--- src/gho_pkg.sv ---
// Purpose: Shared constants and types for the gate and hold-off control.
// Assumes: 125 MHz timebase clock, classic Wishbone with 32-bit data.
// Notes: All register offsets are byte addresses of aligned words.
package gho_pkg;
   localparam int DW = 32;
   localparam int AW = 8;
   localparam logic [7:0] ADR_CTRL = 8'h00;
   localparam logic [7:0] ADR_HOLDOFF = 8'h04;
   localparam logic [7:0] ADR_MEASTIME = 8'h08;
   localparam logic [7:0] ADR_STATUS = 8'h0C;
   localparam logic [7:0] ADR_EVENTS = 8'h10;
   localparam logic [7:0] ADR_TICKS = 8'h14;
   // Control register fields.
   localparam int FN_LSB = 0;
   localparam int XM_LSB = 4;
   localparam int SLOPE_BIT = 6;
   localparam int HO_BIT = 7;
   localparam int TID_BIT = 8;
   localparam int SINGLE_BIT = 9;
   localparam int RUN_BIT = 10;
   localparam int HIRES_BIT = 11;
   // Status register fields.
   localparam int ST_GATE_BIT = 0;
   localparam int ST_HOBLK_BIT = 1;
   localparam int ST_TID_BIT = 2;
   localparam int ST_RECIP_BIT = 3;
   localparam int ST_XREJ_BIT = 4;
   localparam int ST_XM_LSB = 5;
   localparam int ST_STATE_LSB = 8;
   // Measurement functions.
   localparam logic [2:0] FN_FREQ = 3'h0;
   localparam logic [2:0] FN_PERIOD = 3'h1;
   localparam logic [2:0] FN_RATIO = 3'h2;
   localparam logic [2:0] FN_TOTAL = 3'h3;
   localparam logic [2:0] FN_INTERVAL = 3'h4;
   localparam logic [2:0] FN_WIDTH = 3'h5;
   localparam logic [2:0] FN_EDGE = 3'h6;
   // External control modes.
   localparam logic [1:0] XM_OFF = 2'h0;
   localparam logic [1:0] XM_ARM = 2'h1;
   localparam logic [1:0] XM_GATE = 2'h2;
   localparam logic [1:0] XM_AVG = 2'h3;
   // Timing.
   localparam int CLK_MHZ = 125;
   localparam int MEAS_TIME_US = 1000;
   localparam int MEAS_CYC = MEAS_TIME_US * CLK_MHZ;
   // Reset values.
   localparam logic [31:0] CTRL_RST = 32'h0000_0000;
   localparam logic [31:0] HOLDOFF_RST = 32'h0000_0000;
   localparam logic [31:0] MEASTIME_RST = 32'(MEAS_CYC);
   localparam logic [31:0] ZERO_W = 32'h0000_0000;

   typedef enum logic [4:0] {
      ST_IDLE = 5'b0_0001,
      ST_ARM_WAIT = 5'b0_0010,
      ST_START_WAIT = 5'b0_0100,
      ST_GATE = 5'b0_1000,
      ST_STOP_WAIT = 5'b1_0000
   } gho_state_t;

   typedef struct packed {
      logic cyc;
      logic stb;
      logic we;
      logic [3:0] sel;
      logic [AW-1:0] adr;
      logic [DW-1:0] dat;
   } gho_wb_req_t;
endpackage : gho_pkg

--- src/gho_gate_ctrl.sv ---
// Purpose: Measurement gate control with trigger hold-off and delay.
// Assumes: Trigger inputs are one-cycle pulses synchronous to clk_i.
// Notes: Registers are reached over a classic Wishbone slave.
// Contract
// - Averaging on low-res model forces reciprocal measurement.
// - External reset acts like panel reset but keeps local settings.
// - Measurement stays reset while external reset is held high.
// - New measurement starts only after external reset returns low.
// - Hold-off in time modes ignores stop triggers until it expires.
// - Frequency, period: hold-off filters triggers, restarts on each accept.
// - Hold-off also applies in ratio and totalize modes.
// - Interval delay rejects stop pulses for the measuring time after start.
// - Interval delay only for single interval, width and edge time.
// - Interval delay never with hold-off; only selectable over the bus.
// - Gate monitor stays high for the whole gate including sync time.
// - Arming holds start while control is active, starts once it drops.
// - External gate starts and stops on first trigger after edges.
// - Control input polarity is selectable normal or inverted.
// - Averaging accumulates only during sample pulses in measuring time; the sync time after it counts every clock.
`timescale 1ns/1ps
module gho_gate_ctrl
   import gho_pkg::*;
(
   input wire logic clk_i,
   input wire logic rst_i,
   input wire logic ce_i,
   input wire gho_wb_req_t wb_i,
   output logic [DW-1:0] wb_dat_o,
   output logic wb_ack_o,
   input wire logic trig_a_i,
   input wire logic trig_b_i,
   input wire logic rear_control_i,
   input wire logic ext_reset_i,
   output logic gate_open_o,
   output logic reciprocal_o
);

   function automatic logic is_time_fn(input logic [2:0] f);
      is_time_fn = (f == FN_INTERVAL) || (f == FN_WIDTH) || (f == FN_EDGE);
   endfunction : is_time_fn

   function automatic logic [31:0] merge(input logic [31:0] old,
                                         input logic [31:0] nw,
                                         input logic [3:0] sel);
      logic [31:0] r;
      r = old;
      for (int i = 0; i < 4; i++) begin
         if (sel[i]) begin
            r[i*8 +: 8] = nw[i*8 +: 8];
         end
      end
      merge = r;
   endfunction : merge

   logic [31:0] ctrl_reg, ctrl_next;
   logic [31:0] holdoff_reg, holdoff_next;
   logic [31:0] meas_reg, meas_next;
   logic [DW-1:0] dat_reg, dat_next;
   logic ack_reg, ack_next;
   gho_state_t state_reg, state_next;
   logic [31:0] tmr_reg, tmr_next;
   logic [31:0] ho_cnt_reg, ho_cnt_next;
   logic [31:0] ev_reg, ev_next;
   logic [31:0] ticks_reg, ticks_next;
   logic gate_reg, gate_next;
   logic recip_reg, recip_next;

   logic [2:0] fn;
   logic [1:0] xm_sel, xm_eff;
   logic xm_ok, ctl_act, ho_en, ho_block, tid_eff, tid_block;
   logic time_fn, sample_ok, meas_end, start_ok, req;
   logic [31:0] status_w;

   // Mode qualification shared by the bus and the measurement logic.
   always_comb begin
      fn = ctrl_reg[FN_LSB +: 3];
      xm_sel = ctrl_reg[XM_LSB +: 2];
      ctl_act = rear_control_i ^ ctrl_reg[SLOPE_BIT];
      time_fn = is_time_fn(fn);
      case (xm_sel)
         XM_ARM: xm_ok = (fn != FN_TOTAL);
         XM_GATE: xm_ok = (fn == FN_FREQ) || (fn == FN_PERIOD);
         XM_AVG: xm_ok = (fn == FN_FREQ);
         default: xm_ok = 1'b1;
      endcase
      xm_eff = xm_ok ? xm_sel : XM_OFF;
      ho_en = ctrl_reg[HO_BIT];
      ho_block = ho_en && (ho_cnt_reg < holdoff_reg);
      // Delay only for single-shot time modes, and never with hold-off.
      tid_eff = ctrl_reg[TID_BIT] && !ho_en && ctrl_reg[SINGLE_BIT]
                && time_fn;
      tid_block = tid_eff && (tmr_reg < meas_reg);
      sample_ok = (xm_eff != XM_AVG) || ctl_act;
      meas_end = (xm_eff == XM_GATE) ? !ctl_act
                 : (tmr_reg >= meas_reg);
      start_ok = trig_a_i && ((xm_eff != XM_GATE) || ctl_act);
      status_w = ZERO_W;
      status_w[ST_GATE_BIT] = gate_reg;
      status_w[ST_HOBLK_BIT] = ho_block;
      status_w[ST_TID_BIT] = tid_eff;
      status_w[ST_RECIP_BIT] = recip_reg;
      status_w[ST_XREJ_BIT] = !xm_ok;
      status_w[ST_XM_LSB +: 2] = xm_eff;
      status_w[ST_STATE_LSB +: 5] = state_reg;
   end

   // Wishbone slave: answers every request one cycle after it is seen.
   always_comb begin
      req = wb_i.cyc && wb_i.stb && !ack_reg;
      ack_next = req;
      dat_next = dat_reg;
      ctrl_next = ctrl_reg;
      holdoff_next = holdoff_reg;
      meas_next = meas_reg;
      if (req && wb_i.we) begin
         // Interval delay can only be chosen here, from the bus.
         case (wb_i.adr)
            ADR_CTRL: ctrl_next = merge(ctrl_reg, wb_i.dat, wb_i.sel);
            ADR_HOLDOFF: holdoff_next = merge(holdoff_reg, wb_i.dat, wb_i.sel);
            ADR_MEASTIME: meas_next = merge(meas_reg, wb_i.dat, wb_i.sel);
            default: ;
         endcase
      end
      if (req && !wb_i.we) begin
         case (wb_i.adr)
            ADR_CTRL: dat_next = ctrl_reg;
            ADR_HOLDOFF: dat_next = holdoff_reg;
            ADR_MEASTIME: dat_next = meas_reg;
            ADR_STATUS: dat_next = status_w;
            ADR_EVENTS: dat_next = ev_reg;
            ADR_TICKS: dat_next = ticks_reg;
            default: dat_next = ZERO_W;
         endcase
      end
   end

   always_ff @(posedge clk_i) begin
      if (rst_i) begin
         ctrl_reg <= CTRL_RST;
         holdoff_reg <= HOLDOFF_RST;
         meas_reg <= MEASTIME_RST;
         dat_reg <= ZERO_W;
         ack_reg <= 1'b0;
      end else if (ce_i) begin
         ctrl_reg <= ctrl_next;
         holdoff_reg <= holdoff_next;
         meas_reg <= meas_next;
         dat_reg <= dat_next;
         ack_reg <= ack_next;
      end
   end

   // Measurement sequencer.
   always_comb begin
      state_next = state_reg;
      tmr_next = tmr_reg;
      ev_next = ev_reg;
      ticks_next = ticks_reg;
      ho_cnt_next = ho_cnt_reg;
      if ((state_reg == ST_GATE || state_reg == ST_STOP_WAIT)
          && ho_block) begin
         ho_cnt_next = ho_cnt_reg + 32'h0000_0001;
      end
      case (state_reg)
         ST_IDLE: begin
            if (ctrl_reg[RUN_BIT]) begin
               state_next = (xm_eff == XM_ARM) ? ST_ARM_WAIT
                            : ST_START_WAIT;
            end
         end
         ST_ARM_WAIT: begin
            if (!ctl_act) begin
               state_next = ST_START_WAIT;
            end
         end
         ST_START_WAIT: begin
            if (start_ok) begin
               state_next = ST_GATE;
               tmr_next = ZERO_W;
               ev_next = ZERO_W;
               ticks_next = ZERO_W;
               ho_cnt_next = ZERO_W;
            end
         end
         ST_GATE: begin
            tmr_next = tmr_reg + 32'h0000_0001;
            if (sample_ok) begin
               ticks_next = ticks_reg + 32'h0000_0001;
            end
            if (time_fn) begin
               if (trig_b_i && !ho_block && !tid_block) begin
                  state_next = ST_IDLE;
               end
            end else begin
               // Noise filter: each accepted edge restarts hold-off.
               if (trig_a_i && !ho_block && sample_ok) begin
                  ev_next = ev_reg + 32'h0000_0001;
                  ho_cnt_next = ZERO_W;
               end
               if (meas_end) begin
                  state_next = ST_STOP_WAIT;
               end
            end
         end
         ST_STOP_WAIT: begin
            // The gate stays open until the input resynchronises.
            ticks_next = ticks_reg + 32'h0000_0001;
            if (trig_a_i && !ho_block) begin
               ev_next = ev_reg + 32'h0000_0001;
               state_next = ST_IDLE;
            end
         end
         default: state_next = ST_IDLE;
      endcase
      // Settings survive; only the measurement is cleared and held.
      if (ext_reset_i) begin
         state_next = ST_IDLE;
         tmr_next = ZERO_W;
         ev_next = ZERO_W;
         ticks_next = ZERO_W;
         ho_cnt_next = ZERO_W;
      end
      gate_next = (state_next == ST_GATE)
                  || (state_next == ST_STOP_WAIT);
      recip_next = (xm_eff == XM_AVG) && !ctrl_reg[HIRES_BIT];
   end

   always_ff @(posedge clk_i) begin
      if (rst_i) begin
         state_reg <= ST_IDLE;
         tmr_reg <= ZERO_W;
         ev_reg <= ZERO_W;
         ticks_reg <= ZERO_W;
         ho_cnt_reg <= ZERO_W;
         gate_reg <= 1'b0;
         recip_reg <= 1'b0;
      end else if (ce_i) begin
         state_reg <= state_next;
         tmr_reg <= tmr_next;
         ev_reg <= ev_next;
         ticks_reg <= ticks_next;
         ho_cnt_reg <= ho_cnt_next;
         gate_reg <= gate_next;
         recip_reg <= recip_next;
      end
   end

   assign wb_dat_o = dat_reg;
   assign wb_ack_o = ack_reg;
   assign gate_open_o = gate_reg;
   assign reciprocal_o = recip_reg;
endmodule : gho_gate_ctrl

--- config.mk ---
export PLATFORM = sky130hd
export DESIGN_NAME = gho_gate_ctrl
export DESIGN_NICKNAME = d
export VERILOG_FILES = /design/src/gho_pkg.sv /design/src/gho_gate_ctrl.sv
export SDC_FILE = /design/constraint.sdc
export NUM_CORES = 1
export LEC_CHECK = 0
export ABC_AREA = 1
export BUFFER_PORTS_ARGS = -buffer_cell sky130_fd_sc_hd__buf_2
export CAP_MARGIN = 20
export CORE_MARGIN = 5
export CORE_UTILIZATION = 30
export CTS_BUF_LIST = sky130_fd_sc_hd__clkbuf_4 sky130_fd_sc_hd__clkbuf_8 sky130_fd_sc_hd__clkbuf_16
export DETAILED_ROUTE_END_ITERATION = 8
export GPL_TIMING_DRIVEN = 0
export SYNTH_ARGS = -nofsm -noshare
export SYNTH_HDL_FRONTEND = slang
export SYNTH_SLANG_ARGS = --single-unit
--- constraint.sdc ---
create_clock -name clk_i -period 2.97 [get_ports clk_i]
set_clock_uncertainty 0.1 [all_clocks]
set_input_delay 0.7425 -clock clk_i [delete_from_list [all_inputs] [get_ports clk_i]]
set_output_delay 0.7425 -clock clk_i [all_outputs]
set_load 0.01 [all_outputs]
==> results.tsv <==
stage	metric	value	unit
power	internal-power	0.00606	W
critical_path	worst_ep_required_time	3380	ps
power	p_seq_share	44.8	%
critical_path	crit_type	in -> reg	
detailed_routing	wire_per_inst	19.6	um
critical_path	worst_ep_arrival_time	3260	ps
clock_tree	cts_tree	done	
logic_synthesis	avgSynthCellArea	7.03	um^2
floorplanning	rows	80	
power	comb_power_share	5.1	%
timing	holdWs	336	ps
logic_synthesis	synth_edf_count	0	
power	cellPowerDensity	468	nW/um^2
power	swShare	24.0	%
detailed_routing	avgViaCountPerCell	5.33	
timing	relSlewSlack	21.2	%
grt	grt_max_degree	16	
finish	layout.cells.non_filler	2842	
timing	period_minus_slack	2860	ps
timing	final-max-slew-violation-count	0	
timing	tightest_slew	1180	ps
floorplanning	die_w	230	um
logic_synthesis	syn_nets	2193	
finish	final_common_cell	nand2_1	
critical_path	regToRegSetupSlack	160	ps
floorplanning	core	47800	um^2
clock_tree	cts_root_buf	clkbuf_16	
detailed_routing	drcViolationCount	0	
placement	numPortBuffers	88	
floorplanning	initial_core_util	30.4	%
clock_tree	clk_pin_slew	60	ps
critical_path	critPathMaxFanout	10	
grt	grt_remaining_overflow	0	
logic_synthesis	synthesis.area	14600	um^2
timing	finalSetupViolCount	0	
power	p_switching	0.00191	W
clock_tree	cts_num_sinks	264	
power	power.leakage	5.99	nW
hold_path	hold_path_class	in -> reg	
clock_tree	numCtsBuffers	31	
power	ir_drop	440	uV
finish	num-fill-cells	5125	
power	finalPower	0.00797	W
critical_path	crit_path_end_kind	flop	
logic_synthesis	ys_seq_elements	264	
critical_path	cp-start-kind	input pin	
detailed_routing	drtAntennaViolNets	0	
detailed_routing	finalWirelength	55800	um
floorplanning	die_h	230	um
run	drv_cap	0	
finish	final_cell_mix	nand2_1 (368), inv_1 (271), dfxtp_1 (259)	
placement	placed_cell_area	15800	um^2
finish	syn2layout_area_growth	16.9	%
timing	fmax	350	MHz
timing	rsz0062_at_grt	true	
detailed_routing	initialDrtViolationCount	1467	
grt	grt_pass1_wl	84500	um
grt	grt_pass1_vias	14200	
timing	hold_viol_final	0	
timing	min_period_over_period	96.2	%
clock_tree	cts-htree-levels	1	
grt	track_usage	20.2	%
placement	hpwl	44500	um
placement	place_congestion	0.969	
logic_synthesis	ys_types	55	
grt	antenna_found_initial	3	
finish	design_area	17000	um^2
logic_synthesis	synth_seq_area_share	36.3	%
logic_synthesis	ys_async_sr_fraction	0	%
detailed_routing	dr.pass1.iters	5	
outcome	outcome	finished clean	
floorplanning	die_area	53000	um^2
finish	final_nets	2323	
logic_synthesis	yosysWarnings	0	
floorplanning	ios	89	
clock_tree	cts_buffer_depth	3	
placement	place_inst	2776	
power	p_clk_share	50.1	%
detailed_routing	vias	15100	
finish	drive_gt1_share	11.4	%
finish	final_util	35.6	%
logic_synthesis	ys.flop_type	dfxtp_1	
logic_synthesis	synthCells	2072	
clock_tree	insertion_delay	600	ps
## power by group through the flow
stage	logic, W	clock network [W]	registers, W
after floorplan	0.000193	0	0.00364
after global placement	0.000388	0	0.00365
after detailed placement	0.000391	0	0.00365
after CTS	0.000393	0.00405	0.00357
after global routing	0.000437	0.00419	0.00357
final	0.000409	0.00399	0.00357
## worst max-delay path: stages
cell and delay [ps]:
buf_2 90, nor2_1 90, inv_1 70, nor3_1 430
inv_1 180, nor3_4 350, clkbuf_1 460, nand2_1 210
o211ai_1 250, o21ai_0 210, a21oi_1 170
## worst paths after layout
kind,start,to,depth (start not counted)
min,wb_i[16],meas_reg[16],3
min reg2reg,ctrl_reg[28],ctrl_reg[28],2
max,wb_i[39],wb_dat_o[30],11
max reg2reg,wb_ack_o,meas_reg[1],7
## metal layers
layer	wire, um	up-vias	global-route usage [%]
met5	41	-	0
met4	2260	6	7.53
met3	4480	110	3.37
met2	24100	649	31.6
met1	24900	7085	28.0
li1	-	7297	-
## kinds of logic (layout without fill, tap and decap cells)
kind of cell | after synthesis | after routing | share of synthesized area (%)
AOI/OAI and AO/OA | 541 | 541 | 20.9
xor gates and xnor gates | 40 | 40 | 2.46
adders and majority gates | 67 | 67 | 5.76
buffers and inverters | 365 | 519 | 9.59
DFF | 264 | 264 | 36.3
other | 0 | 1 | 0
and+or+nand+nor | 795 | 795 | 25.0
## cell type report
cell class                 instances  area (um^2)  area share (%)
clock inverter                    11          138           0.809
timing repair buffer              97          515            3.03
tap                              615          769            4.52
clock buffer                      46          926            5.44
sequential                       264         5290            31.1
multi-input combinational       1443         7960            46.8
antenna                            1         2.50          0.0147
inverter                         289         1090            6.39
buffer                            76          332            1.95
## cells in the mapped netlist (3+ instances only)
cell type | count | share of area, %
nor3b_2 | 3 | 0.26
inv_1 | 271 | 7.0
a211oi_1 | 14 | 0.72
nor3_2 | 14 | 0.96
o2111ai_1 | 4 | 0.24
o31ai_1 | 5 | 0.26
inv_2 | 15 | 0.39
nand2_2 | 5 | 0.21
nor2_4 | 4 | 0.31
a21oi_1 | 250 | 8.6
or2_2 | 5 | 0.21
nor2_2 | 8 | 0.34
nor3_1 | 61 | 2.1
clkbuf_1 | 56 | 1.4
o21ai_1 | 6 | 0.21
dfxtp_1 | 264 | 36
ha_1 | 67 | 5.8
o211ai_1 | 16 | 0.83
nand4_1 | 48 | 2.1
xnor2_1 | 6 | 0.36
xor2_1 | 33 | 2.0
o221ai_1 | 22 | 1.3
o21a_1 | 5 | 0.26
o22ai_1 | 29 | 1.2
a22o_1 | 5 | 0.30
nand2_1 | 369 | 9.5
nor3b_1 | 5 | 0.26
nand3_2 | 3 | 0.21
nand3_1 | 84 | 2.9
buf_2 | 14 | 0.48
clkinv_1 | 3 | 0.077
nor4_1 | 19 | 0.82
nor2_1 | 156 | 4.0
a221oi_1 | 9 | 0.54
o21ai_0 | 165 | 5.7
buf_1 | 4 | 0.10
## repair_timing
action	4_1_cts	5_1_grt
resized for setup	3	30
hold buffers	0	0
pin swaps	0	5
setup endpoints to repair	6	103
hold endpoints to repair	0	0
setup buffers	0	8
## per-stage QoR
step / worst slack [ps] / TNS (ps)
after floorplan: 525 / 0
after global placement: -661 / -45880
after detailed placement: -673 / -48460
after CTS: -0.572 / -0.572
after global routing: -43.0 / -260
final: 113 / 0
No activity file was read; power rests on OpenSTA's default activity.
